File: src/hdl/lmt_pkg.sv
// Constants shared by the life monitor and monitor trim block.
package lmt_pkg;

   // ==========================================================
   // Register map, byte addresses on the plain register port.
   localparam int unsigned AW       = 5;
   localparam logic [4:0]  ADR_CTRL = 5'h00;
   localparam logic [4:0]  ADR_STAT = 5'h04;
   localparam logic [4:0]  ADR_EVT  = 5'h08;
   localparam logic [4:0]  ADR_MASK = 5'h0C;
   localparam logic [4:0]  ADR_CMD  = 5'h10;
   localparam logic [4:0]  ADR_TRIM = 5'h14;
   localparam logic [4:0]  ADR_LIFE = 5'h18;

   // ==========================================================
   // Control register fields.
   localparam int unsigned CTRL_WEN     = 0;
   localparam int unsigned CTRL_ALLOC   = 1;
   localparam int unsigned ALLOC_W      = 2;
   localparam int unsigned CTRL_WP      = 3;
   localparam int unsigned CTRL_RESTART = 4;
   localparam int unsigned CTRL_INIT    = 5;
   localparam int unsigned NPIN         = 3;

   // ==========================================================
   // Event register fields, shared by the mask register.
   localparam int unsigned EVT_WARN = 0;
   localparam int unsigned EVT_DUE  = 1;
   localparam int unsigned EVT_REJ  = 2;
   localparam int unsigned EVT_W    = 3;

   // ==========================================================
   // Trim step command fields.
   localparam int unsigned CMD_CH   = 0;
   localparam int unsigned CMD_GAIN = 1;
   localparam int unsigned CMD_DEC  = 2;

   // ==========================================================
   // Life estimates in percent.
   localparam logic [6:0] LIFE_THR = 7'h0A;
   localparam logic [6:0] LIFE_NEW = 7'h64;

   // ==========================================================
   // Trim code limits, factory codes and scaling.
   localparam logic signed [7:0] GAIN_MIN  = -8'sd125;
   localparam logic signed [7:0] GAIN_MAX  = 8'sd125;
   localparam logic signed [7:0] OFS_MIN   = -8'sd127;
   localparam logic signed [7:0] OFS_MAX   = 8'sd127;
   localparam logic signed [7:0] FACT_OFS  = 8'sh00;
   localparam logic signed [7:0] FACT_GAIN = 8'sh00;
   localparam int OFS_STEP_UV   = 18900;
   localparam int DAC_LSB_UV    = 305;
   localparam int OFS_STEP_DAC  = (OFS_STEP_UV + DAC_LSB_UV / 2) / DAC_LSB_UV;
   localparam int GAIN_STEP_PPM = 4000;
   localparam int GAIN_ONE_Q16  = 65536;
   localparam int GAIN_STEP_Q16 = GAIN_STEP_PPM * GAIN_ONE_Q16 / 1000000;
   localparam int MON_MAX       = 32767;
   localparam int MON_MIN       = -32768;

endpackage

File: src/hdl/lmt_trim_mem.sv
// Store of the four monitor trim codes with saturating single steps.
`timescale 1ns/100ps
module lmt_trim_mem (
   input  wire logic              clk_i,
   input  wire logic              rst_n_i,
   input  wire logic              step_i,
   input  wire logic [1:0]        sel_i,
   input  wire logic              dec_i,
   output logic [3:0][7:0]        code_o
);

   // ==========================================================
   // Entries 0 and 1 are channel offsets, entries 2 and 3 channel gains.
   logic signed [7:0] code_q [4];
   logic signed [7:0] code_d [4];

   for (genvar e = 0; e < 4; e++) begin : g_ent
      localparam logic signed [7:0] LO  = (e >= 2) ? lmt_pkg::GAIN_MIN : lmt_pkg::OFS_MIN;
      localparam logic signed [7:0] HI  = (e >= 2) ? lmt_pkg::GAIN_MAX : lmt_pkg::OFS_MAX;
      localparam logic signed [7:0] FAC = (e >= 2) ? lmt_pkg::FACT_GAIN : lmt_pkg::FACT_OFS;

      // One step up or down on the addressed entry, held at its limit.
      always_comb begin
         code_d[e] = code_q[e];
         if (step_i && sel_i == 2'(e)) begin
            if (dec_i && code_q[e] > LO) begin
               code_d[e] = code_q[e] - 8'sd1;
            end else if (!dec_i && code_q[e] < HI) begin
               code_d[e] = code_q[e] + 8'sd1;
            end
         end
      end

      // Factory codes are in effect from reset until a step replaces them.
      always_ff @(posedge clk_i) begin
         if (!rst_n_i) begin
            code_q[e] <= FAC;
         end else begin
            code_q[e] <= code_d[e];
         end
      end

      assign code_o[e] = code_q[e];

      // A code never leaves its own range.
      property p_range;
         @(posedge clk_i) disable iff (!rst_n_i)
         code_q[e] >= LO && code_q[e] <= HI;
      endproperty
      a_range: assert property (p_range) else $error("trim code out of range");
   end

endmodule

File: src/hdl/lmt_top.sv
// Life monitor with maintenance warning, due output and monitor trim.
//
// The implementer's own choices: the strobed register port and the register addresses.
`timescale 1ns/100ps

// Overview of operation
// - Warning raised while any of four life estimates is at or below 10%.
// - Warning enable: 0 default suppresses, 1 detects; takes effect on restart.
// - Maintenance due asserted while any estimate is at or below 10%.
// - Due output follows the threshold even with warnings disabled, if allocated.
// - Due contact closed at or below threshold, open only when all exceed 10%.
// - Due output drives a pin only once allocated; otherwise no pin driven.
// - Estimates read 100% when new, fall with use, reach 0% at replacement.
// - Signed offset trim per monitor output, 18.9 mV per step, about 2.4 V.
// - Gain is 100% plus 0.4% per signed step, spanning 50% to 150%.
// - Trim codes live apart from settings; settings init leaves them alone.
// - Trim step commands are rejected while write protection is on.
// - Two channels, each with offset and gain code, stepped by +1 or -1.
// - Factory trim codes hold until a user adjustment replaces them.
module lmt_top (
   input  wire logic               CLOCK_I,
   input  wire logic               RST_N_I,
   input  wire logic [4:0]         ADDR_I,
   input  wire logic [31:0]        WDATA_I,
   input  wire logic               WR_I,
   input  wire logic               RD_I,
   output logic [31:0]             RDATA_O,
   output logic                    IRQ_O,
   input  wire logic [6:0]         LIFE_FAN_I,
   input  wire logic [6:0]         LIFE_CAP_I,
   input  wire logic [6:0]         LIFE_INRUSH_I,
   input  wire logic [6:0]         LIFE_BRAKE_I,
   input  wire logic signed [15:0] MON1_I,
   input  wire logic signed [15:0] MON2_I,
   output logic signed [15:0]      MON1_O,
   output logic signed [15:0]      MON2_O,
   output logic                    WARN_O,
   output logic [2:0]              DUE_PIN_O,
   output logic [2:0]              DUE_PIN_OE_O
);

   // ==========================================================
   // Life estimate comparison.
   logic [6:0] life_raw [4];
   logic [6:0] life_c   [4];
   logic [3:0] low;
   logic       any_low;

   assign life_raw[0] = LIFE_FAN_I;
   assign life_raw[1] = LIFE_CAP_I;
   assign life_raw[2] = LIFE_INRUSH_I;
   assign life_raw[3] = LIFE_BRAKE_I;

   // Clamp each estimate to 100% and compare it against the threshold.
   for (genvar i = 0; i < 4; i++) begin : g_life
      assign life_c[i] = (life_raw[i] > lmt_pkg::LIFE_NEW) ? lmt_pkg::LIFE_NEW
                                                          : life_raw[i];
      assign low[i]    = (life_c[i] <= lmt_pkg::LIFE_THR);
   end
   assign any_low = |low;

   // ==========================================================
   // Register port decode.
   logic wr_ctrl;
   logic wr_mask;
   logic wr_cmd;
   logic rd_evt;
   logic step;
   logic reject;

   assign wr_ctrl = WR_I && ADDR_I == lmt_pkg::ADR_CTRL;
   assign wr_mask = WR_I && ADDR_I == lmt_pkg::ADR_MASK;
   assign wr_cmd  = WR_I && ADDR_I == lmt_pkg::ADR_CMD;
   assign rd_evt  = RD_I && ADDR_I == lmt_pkg::ADR_EVT;

   // ==========================================================
   // Settings: warning enable, pin allocation, write protection.
   logic                        wen_set_q, wen_set_d;
   logic                        wen_act_q, wen_act_d;
   logic                        wp_q, wp_d;
   logic [lmt_pkg::ALLOC_W-1:0] alloc_q, alloc_d;

   // Settings init restores defaults but never touches the trim store.
   always_comb begin
      wen_set_d = wen_set_q;
      wen_act_d = wen_act_q;
      wp_d      = wp_q;
      alloc_d   = alloc_q;
      if (wr_ctrl && WDATA_I[lmt_pkg::CTRL_INIT]) begin
         wen_set_d = 1'b0;
         wp_d      = 1'b0;
         alloc_d   = '0;
      end else if (wr_ctrl) begin
         wen_set_d = WDATA_I[lmt_pkg::CTRL_WEN];
         wp_d      = WDATA_I[lmt_pkg::CTRL_WP];
         alloc_d   = WDATA_I[lmt_pkg::CTRL_ALLOC +: lmt_pkg::ALLOC_W];
      end
      if (wr_ctrl && WDATA_I[lmt_pkg::CTRL_RESTART]) begin
         wen_act_d = wen_set_q;
      end
   end

   // Settings registers; reset leaves warnings disabled.
   always_ff @(posedge CLOCK_I) begin
      if (!RST_N_I) begin
         wen_set_q <= 1'b0;
         wen_act_q <= 1'b0;
         wp_q      <= 1'b0;
         alloc_q   <= '0;
      end else begin
         wen_set_q <= wen_set_d;
         wen_act_q <= wen_act_d;
         wp_q      <= wp_d;
         alloc_q   <= alloc_d;
      end
   end

   // ==========================================================
   // Warning, due output and pin allocation.
   logic                      warn_q, warn_d;
   logic                      due_q, due_d;
   logic [lmt_pkg::NPIN-1:0] pin_q, pin_d;
   logic [lmt_pkg::NPIN-1:0] oe_q, oe_d;

   // The due level ignores the warning enable; pins follow the allocation.
   always_comb begin
      warn_d = wen_act_q && any_low;
      due_d  = any_low;
      for (int k = 0; k < lmt_pkg::NPIN; k++) begin
         oe_d[k]  = (alloc_q == lmt_pkg::ALLOC_W'(k + 1));
         pin_d[k] = oe_d[k] && any_low;
      end
   end

   // Output flops.
   always_ff @(posedge CLOCK_I) begin
      if (!RST_N_I) begin
         warn_q <= 1'b0;
         due_q  <= 1'b0;
         pin_q  <= '0;
         oe_q   <= '0;
      end else begin
         warn_q <= warn_d;
         due_q  <= due_d;
         pin_q  <= pin_d;
         oe_q   <= oe_d;
      end
   end

   assign WARN_O       = warn_q;
   assign DUE_PIN_O    = pin_q;
   assign DUE_PIN_OE_O = oe_q;

   // ==========================================================
   // Trim store and step commands.
   logic [3:0][7:0] code;

   assign step   = wr_cmd && !wp_q;
   assign reject = wr_cmd && wp_q;

   lmt_trim_mem u_mem (
      .clk_i   (CLOCK_I),
      .rst_n_i (RST_N_I),
      .step_i  (step),
      .sel_i   ({WDATA_I[lmt_pkg::CMD_GAIN], WDATA_I[lmt_pkg::CMD_CH]}),
      .dec_i   (WDATA_I[lmt_pkg::CMD_DEC]),
      .code_o  (code)
   );

   // ==========================================================
   // Monitor output trim: gain in Q16, offset in converter steps.
   logic signed [15:0] mon_in [2];
   logic signed [15:0] mon_q  [2];
   logic signed [15:0] mon_d  [2];

   assign mon_in[0] = MON1_I;
   assign mon_in[1] = MON2_I;

   for (genvar c = 0; c < 2; c++) begin : g_mon
      logic signed [7:0]  ofs;
      logic signed [7:0]  gcode;
      logic signed [17:0] g;
      logic signed [33:0] p;
      logic signed [19:0] s;

      assign ofs   = code[c];
      assign gcode = code[c + 2];
      assign g     = $signed(18'(lmt_pkg::GAIN_ONE_Q16 + gcode * lmt_pkg::GAIN_STEP_Q16));
      assign p     = mon_in[c] * g;
      assign s     = $signed(20'(p >>> 16)) + $signed(20'(ofs * lmt_pkg::OFS_STEP_DAC));

      // Saturate the trimmed sample to the converter range.
      always_comb begin
         if (s > lmt_pkg::MON_MAX) begin
            mon_d[c] = 16'sh7FFF;
         end else if (s < lmt_pkg::MON_MIN) begin
            mon_d[c] = -16'sh8000;
         end else begin
            mon_d[c] = s[15:0];
         end
      end

      // Trimmed sample register.
      always_ff @(posedge CLOCK_I) begin
         if (!RST_N_I) begin
            mon_q[c] <= 16'sh0000;
         end else begin
            mon_q[c] <= mon_d[c];
         end
      end
   end

   assign MON1_O = mon_q[0];
   assign MON2_O = mon_q[1];

   // ==========================================================
   // Events, mask and interrupt.
   logic [lmt_pkg::EVT_W-1:0] evt_q, evt_d;
   logic [lmt_pkg::EVT_W-1:0] mask_q, mask_d;
   logic [lmt_pkg::EVT_W-1:0] set;
   logic                      irq_q, irq_d;

   // A new event wins over the clear caused by reading the event register.
   always_comb begin
      set                   = '0;
      set[lmt_pkg::EVT_WARN] = warn_d && !warn_q;
      set[lmt_pkg::EVT_DUE]  = due_d && !due_q;
      set[lmt_pkg::EVT_REJ]  = reject;
      evt_d  = (rd_evt ? '0 : evt_q) | set;
      mask_d = wr_mask ? WDATA_I[lmt_pkg::EVT_W-1:0] : mask_q;
      irq_d  = |(evt_d & mask_d);
   end

   // Event and mask registers.
   always_ff @(posedge CLOCK_I) begin
      if (!RST_N_I) begin
         evt_q  <= '0;
         mask_q <= '0;
         irq_q  <= 1'b0;
      end else begin
         evt_q  <= evt_d;
         mask_q <= mask_d;
         irq_q  <= irq_d;
      end
   end

   assign IRQ_O = irq_q;

   // ==========================================================
   // Read data, valid only in the cycle after the read strobe.
   logic [31:0] rdata_q, rdata_d;

   // Read multiplexer; unmapped addresses read zero.
   always_comb begin
      rdata_d = 32'h0000_0000;
      if (RD_I) begin
         unique case (ADDR_I)
            lmt_pkg::ADR_CTRL: begin
               rdata_d[lmt_pkg::CTRL_WEN]                     = wen_set_q;
               rdata_d[lmt_pkg::CTRL_ALLOC +: lmt_pkg::ALLOC_W] = alloc_q;
               rdata_d[lmt_pkg::CTRL_WP]                      = wp_q;
            end
            lmt_pkg::ADR_STAT: rdata_d[2:0] = {wen_act_q, due_q, warn_q};
            lmt_pkg::ADR_EVT:  rdata_d[lmt_pkg::EVT_W-1:0] = evt_q;
            lmt_pkg::ADR_MASK: rdata_d[lmt_pkg::EVT_W-1:0] = mask_q;
            lmt_pkg::ADR_TRIM: rdata_d = code;
            lmt_pkg::ADR_LIFE: begin
               rdata_d = {1'b0, life_c[3], 1'b0, life_c[2], 1'b0, life_c[1], 1'b0, life_c[0]};
            end
            default: rdata_d = 32'h0000_0000;
         endcase
      end
   end

   // Read data register.
   always_ff @(posedge CLOCK_I) begin
      if (!RST_N_I) begin
         rdata_q <= 32'h0000_0000;
      end else begin
         rdata_q <= rdata_d;
      end
   end

   assign RDATA_O = rdata_q;

   // ==========================================================
   // Checks.
   property p_warn;
      @(posedge CLOCK_I) disable iff (!RST_N_I)
      wen_act_q && any_low |=> WARN_O;
   endproperty
   a_warn: assert property (p_warn) else $error("warning missed");

   property p_wen;
      @(posedge CLOCK_I) disable iff (!RST_N_I)
      !(wr_ctrl && WDATA_I[lmt_pkg::CTRL_RESTART]) |=> $stable(wen_act_q) || !$past(RST_N_I);
   endproperty
   a_wen: assert property (p_wen) else $error("enable changed without restart");

   property p_wen_off;
      @(posedge CLOCK_I) disable iff (!RST_N_I)
      !wen_act_q |=> !WARN_O;
   endproperty
   a_wen_off: assert property (p_wen_off) else $error("warning while disabled");

   property p_due;
      @(posedge CLOCK_I) disable iff (!RST_N_I)
      any_low |=> due_q;
   endproperty
   a_due: assert property (p_due) else $error("due not asserted");

   property p_pin;
      @(posedge CLOCK_I) disable iff (!RST_N_I)
      alloc_q == 2'h1 && any_low && !wen_act_q |=> DUE_PIN_O[0] && DUE_PIN_OE_O[0];
   endproperty
   a_pin: assert property (p_pin) else $error("allocated pin not closed");

   property p_open;
      @(posedge CLOCK_I) disable iff (!RST_N_I)
      !any_low |=> !due_q && DUE_PIN_O == 3'h0;
   endproperty
   a_open: assert property (p_open) else $error("contact closed with good life");

   property p_alloc;
      @(posedge CLOCK_I) disable iff (!RST_N_I)
      alloc_q == 2'h0 |=> DUE_PIN_OE_O == 3'h0 && DUE_PIN_O == 3'h0;
   endproperty
   a_alloc: assert property (p_alloc) else $error("pin driven without allocation");

   property p_init;
      @(posedge CLOCK_I) disable iff (!RST_N_I)
      wr_ctrl && WDATA_I[lmt_pkg::CTRL_INIT] |=> $stable(code) && !wen_set_q;
   endproperty
   a_init: assert property (p_init) else $error("init disturbed trim");

   property p_prot;
      @(posedge CLOCK_I) disable iff (!RST_N_I)
      wr_cmd && wp_q |=> $stable(code) && evt_q[lmt_pkg::EVT_REJ];
   endproperty
   a_prot: assert property (p_prot) else $error("protected step not rejected");

endmodule

File: config.mk
export PLATFORM = sky130hd
export DESIGN_NAME = lmt_top
export DESIGN_NICKNAME = d
export VERILOG_FILES = /design/src/hdl/lmt_pkg.sv /design/src/hdl/lmt_trim_mem.sv /design/src/hdl/lmt_top.sv
export SDC_FILE = /design/constraint.sdc
export NUM_CORES = 2
export LEC_CHECK = 0
export BUFFER_PORTS_ARGS = -buffer_cell sky130_fd_sc_hd__buf_4
export CORE_ASPECT_RATIO = 0.5
export CORE_MARGIN = 3
export CORE_UTILIZATION = 50
export DETAILED_ROUTE_END_ITERATION = 7
export GPL_TIMING_DRIVEN = 0
export PLACE_DENSITY = 0.68
export SLEW_MARGIN = 20
export SYNTH_ARGS = -nofsm -noshare
export SYNTH_HDL_FRONTEND = slang
export SYNTH_SLANG_ARGS = --single-unit
File: constraint.sdc
create_clock -name CLOCK_I -period 20.4 [get_ports CLOCK_I]
set_clock_uncertainty 0.05 [all_clocks]
set_input_delay 1.02 -clock CLOCK_I [delete_from_list [all_inputs] [get_ports CLOCK_I]]
set_output_delay 1.02 -clock CLOCK_I [all_outputs]
set_load 0.1 [all_outputs]
# After elaboration in Yosys (flattened, before gate mapping)
# Memories as Yosys holds them, arrays and structs flattened.
# Index checks and enable logic that the tools add are counted.
[word_totals]
ff_bits = 52
ramBits = 64
in_bits = 101
out_inout_bits = 72
wordCells = 142
memories = 2
[classes]
add_sub_neg = 12
multipliers = 6
magnitude_cmp = 20
eq_ne = 12
muxes = 33
bitwise = 9
reduce_logical = 36
[mem_list]
columns = ["name", "depth", "word_bits", "read_ports", "rd_ports_with_merged_regs", "wr", "line_no", "rtl"]
rows = [
  ["mon_q", 2, 16, 2, 0, 2, "lmt_top.sv:173", "logic signed [15:0] mon_q [2];"],
  ["u_mem.code_q", 4, 8, 4, 0, 4, "lmt_trim_mem.sv:14", "logic signed [7:0] code_q [4];"],
]
[op_table]
columns = ["op", "count"]
rows = [
  ["two-way mux 8 bit", 16],
  ["two-way mux 16 bit", 6],
  ["multiplier 16 x 18 -> 34 bit", 2],
  ["case mux 28 bit (2 select lines)", 1],
  ["adder 18 x 15 -> 19 bit", 2],
  ["greater-than comparator 19 x 16 -> 1 bit, second input constant", 2],
  ["less-than comparator 19 x 16 -> 1 bit, second input constant", 2],
  ["adder 18 bit, first input constant", 2],
  ["multiplier 8 x 9 -> 17 bit, second input constant", 2],
  ["adder 8 x 2 -> 8 bit, second input constant", 4],
  ["greater-than comparator 8 bit, second input constant", 4],
  ["less-than comparator 8 bit, second input constant", 4],
  ["subtractor 8 x 2 -> 8 bit, second input constant", 4],
  ["greater-than comparator 7 bit, second input constant", 4],
  ["less-or-equal comparator 7 x 4 -> 1 bit, second input constant", 4],
  ["multiplier 8 x 6 -> 14 bit, second input constant", 2],
  ["two-way mux 7 bit", 4],
  ["logical AND 1 bit", 26],
  ["case mux 3 bit (6 select lines)", 1],
  ["equality test 5 bit, second input constant", 3],
  ["equality test 5 x 4 -> 1 bit, second input constant", 2],
  ["equality test 2 bit, second input constant", 4],
  ["two-way mux 3 bit", 2],
  ["bitwise OR 1 bit", 6],
  ["other kinds (14)", 19],
]

# Longest topological paths before layout
[logic_depth]
ltp_word = 9
depth_mapped = 53
ltp_nobuf = 50

# By module
# From an unflattened synthesis, not the netlist that was laid out.
[unflattened]
hier_cells = 3593
hier_area_um2 = 31819.3
[modules_own_cells]
columns = ["module", "instances", "cells_per_inst", "area_per_inst_um2", "seq_area_each_um2"]
rows = [
  ["lmt_top", 1, 3284, 29156.7, 1681.6],
  ["lmt_trim_mem", 1, 309, 2662.6, 640.6],
]

# Worst setup path after synthesis
# OpenSTA, ideal clock, no wires.
[synth_timing]
path_type = "register to register"
start = "memory u_mem.code_q[3][0] (netlist: u_mem.code_q[1][8])"
end = "memory mon_q[1][13]"
setup_time_ns = 0.070
arrival_ns = 10.309
t_required_ns = 20.280
slack_ns = 9.971
stages_incl_launch_ff = 51
path_buffers = 3
synth_period_minus_slack_ns = 10.429
path_cell_list = "dfxtp_1 buf_2 clkbuf_1 inv_1 ha_1 ha_1 inv_1 fa_1 inv_1 ha_1 ha_1 a21oi_1 o21bai_1 a21oi_1 o21ai_1 a21o_1 a41o_1 xnor2_2 [15 not listed] nor2b_1 or4_1 o221a_2 nand3_1 nand2_1 a21oi_1 xnor2_1 ha_1 and3_1 and3_1 a21oi_2 o211a_1 nand2b_1 a21oi_1 xnor2_1 a32o_1 buf_2 a21boi_1"
[synth_lines]
columns = ["item", "line_no"]
rows = [
  ["start, declared", "lmt_trim_mem.sv:14"],
  ["end, declared", "lmt_top.sv:173"],
]

==> summary.md <==
| Metric | Value |
|---|---|
| H-tree depth | `4` |
| Post-route setup slack | `approximately 7300 ps` |
| IO Port Bufs | `roughly 130` |
| Crit path required time | `20,650 ps` |
| Setup Buffers After CTS | `0` |
| Crit path DAT | `around 13,000 ps` |
| Placed Instances | `between 4,000 and 5,000` |
| Pwr/cell area | `31.4 nW/um^2` |
| Run status | `finished clean` |
| Total iterations of the first detailed-routing run | `5` |
| Max-Cap Viols | `0` |
| YS warnings | `0` |
| Worst-margin pin slew | `between 1000 and 1500 ps` |
| Largest net degree at the start of global routing | `17` |
| Die Area | `approximately 66,000 um^2` |
| Seq pwr share | `between 20% and 30%` |
| Initial core utilization | `50.9%` |
| Commonest cells in the synthesized netlist | `inv_1, fa_1, ha_1, nand2_1, and2_1` |
| Final Hold Vio Count | `0` |
| Antenna Nets Post-Route | `0` |
| # IOs | `173` |
| Int Power | `0.000593 W` |
| Worst IR Drop VDD | `approximately 0.000072 V` |
| Synth top area cells | `fa_1, ha_1, inv_1` |
| Hold Path Class | `flip-flop to flip-flop` |
| FP Rows | `between 60 and 70` |
| Post-layout min period | `approximately 13,000 ps` |
| Clock insertion delay at the later pin of the skew report | `between 400 and 500 ps` |
| Slew HR | `between 10% and 20%` |
| Post-synth ARST share | `0%` |
| CP max stage delay | `about 600 ps` |
| Clock sinks | `116` |
| Share of cells above drive strength 1 | `between 6 and 7%` |
| TritonCTS clock tree | `built` |
| Max-slew violation count | `0` |
| Routed WL per cell | `around 17 um` |
| Max frequency | `0.0765 GHz` |
| DRC viols | `0` |
| Synth Net Count | `4,550` |
| Yosys reg bits | `around 120` |
| Area Overhead vs Synth | `8.29%` |
| Slowest CP cell | `fa_1` |
| Post-CTS Resized | `0` |
| Fin Setup TNS | `0 ps` |
| CP dominant cell by count | `fa_1` |
| Routability Congestion | `a little over 0.9` |
| DRT Wirelength | `76,400 um` |
| Seq/Total Area, Yosys | `under 10%` |
| Post-synth EDFFs | `0` |
| Leakage | `roughly 18 nW` |
| Via count | `between 20,000 and 25,000` |
| Num CTS Buffers | `17` |
| Die width | `~360 um` |
| Element type at the critical path end | `flip-flop` |
| HPWL after DPL | `approximately 65,000 um` |
| Placement Setup Slack | `7520 ps` |
| Finish-stage setup viols | `0` |
| Unique masters post-synth | `a little over 80` |
| Global-route wire length before repair | `roughly 130,000 um` |
| Total congestion overflow | `0` |
| Number of antenna violations at the first check in global routing | `3` |
| Syn avg cell area | `9.00 um^2` |
| Comb pwr share | `between 50% and 60%` |
| Synthesized netlist cell count | `3,480` |
| Worst setup SP type | `flip-flop` |
| Dominant synthesized flop cell | `dfxtp_1` |
| Bufs and invs on worst path | `10` |
| Top cell type by total area after synthesis | `fa_1` |
| Drt first-iter violations | `1,171` |
| Vias per inst | `around 5.2` |
| Crit-path leading delay family | `adder cells` |
| Clk pin slew, worst setup/hold paths | `about 60 ps` |
| Switch Pwr | `0.000471 W` |
| Core Area | `61,600 um^2` |
| Post-Syn Area | `31,300 um^2` |
| Net Sw Frac | `between 40 and 50%` |
| Final layout net count | `about 4,700` |
| All-Layer GR Usage | `between 20% and 30%` |
| Clock power frac | `approximately a quarter` |
| Hold buffers post-CTS | `0` |
| Synth top area share | `between 30% and 40%` |
| Bufs on Longest Clock Path | `2` |
| Final worst-path cycle share | `approximately 64%` |
| Top-count cell post-synth | `inv_1` |
| Max FO, Critical Path | `10` |
| Root buffer cell | `clkbuf_16` |
| Post-Layout Cell Count | `4,472` |
| Vias in the first global route | `around 25,000` |
| Die Height | `roughly 180 um` |
| WHS | `463 ps` |
| RSZ-0062 raised after global routing | `no` |
| Kind of critical path | `flip-flop to flip-flop` |
[flip-flops by register name, summed over array words and instances (netlist names)]
register	cells
RDATA_O	32
wen_set_q	1
evt_q	3
mask_q	3
alloc_q	2
wen_act_q	1
mon_q	32
DUE_PIN_O	3
IRQ_O	1
DUE_PIN_OE_O	3
due_q	1
WARN_O	1
u_mem.code_q	32
wp_q	1
[cells by family after synthesis]
kind of cell    share of synthesized area, %
simple gates                            13.9
buf+inv                                 11.0
xor+xnor                                5.49
compound gates                          9.10
mux                                    0.375
fa+ha+maj                               52.7
flops                                   7.41
[layout make-up]
cell class                      instances  area, um^2
Antenna cell                            2        5.00
Buffer                                112         457
Clock buffer                           21         460
Clock inverter                         11        85.1
Fill cell                            5618       27700
Inverter                              794        2980
Multi-Input combinational cell       2458       25600
Sequential cell                       116        2320
Tap cell                              825        1030
Timing Repair Buffer                  133         998
[path summary, 6_finish.rpt]
kind                                         start         endpoint  slack, ps  cells after the start
worst max-delay path            u_mem.code_q[1][0]      mon_q[0][4]       7330                     49
worst min-delay path                    alloc_q[1]  DUE_PIN_OE_O[0]        460                      1
worst max register to register  u_mem.code_q[1][0]      mon_q[0][4]       7330                     49
worst min register to register          alloc_q[1]  DUE_PIN_OE_O[0]        460                      1
[cell usage in the layout (no fill, tap or decap), types with 40 or more instances in the layout]
cell,n
o21ai_0,66
nand2_1,314
clkbuf_1,100
a21o_1,45
xnor2_1,125
inv_1,793
fa_1,579
ha_1,390
xor2_1,55
a21oi_1,107
nand2b_1,40
nor2_1,114
buf_4,134
and2_1,264
dfxtp_1,116
[metrics by stage]
step | cell area [um^2] | util (%) | power (W)
3_5_place_dp | 33400 | 54.2 | 0.000795
6_report | 33900 | 55.1 | 0.00106
5_1_grt | 33900 | 55.1 | 0.00114
2_1_floorplan | 31300 | - | 0.000662
4_1_cts | 33900 | 55.0 | 0.00107
3_3_place_gp | 33400 | 54.2 | 0.000789
[power by group through the flow]
stage,Sequential [W],Clock (W),Combinational [W]
final,0.000250,0.000275,0.000539
after global routing,0.000251,0.000291,0.000595
after CTS,0.000250,0.000278,0.000544
after detailed placement,0.000254,0,0.000541
after global placement,0.000254,0,0.000534
after floorplan,0.000376,0,0.000285
[worst reg2reg max path: cells and delay by family (launching register included)]
kind | cells | cell delay, ps
adder cells (fa/ha/maj) | 13 | 4860
AO/OA/AOI/OAI | 15 | 3680
AND/OR/NAND/NOR | 8 | 1130
flip-flops | 1 | 400
buffers and inverters | 10 | 2020
XOR/XNOR | 3 | 820
[routing by layer]
layer	vias to the layer above	track usage [%]	part of all wire, %
met4	0	5.39	2.0
li1	10959	-	-
met2	521	44.9	52
met3	113	3.04	4.8
met5	-	0	0
met1	11669	30.4	42
Note: power is estimated with default switching activity, not from simulation.
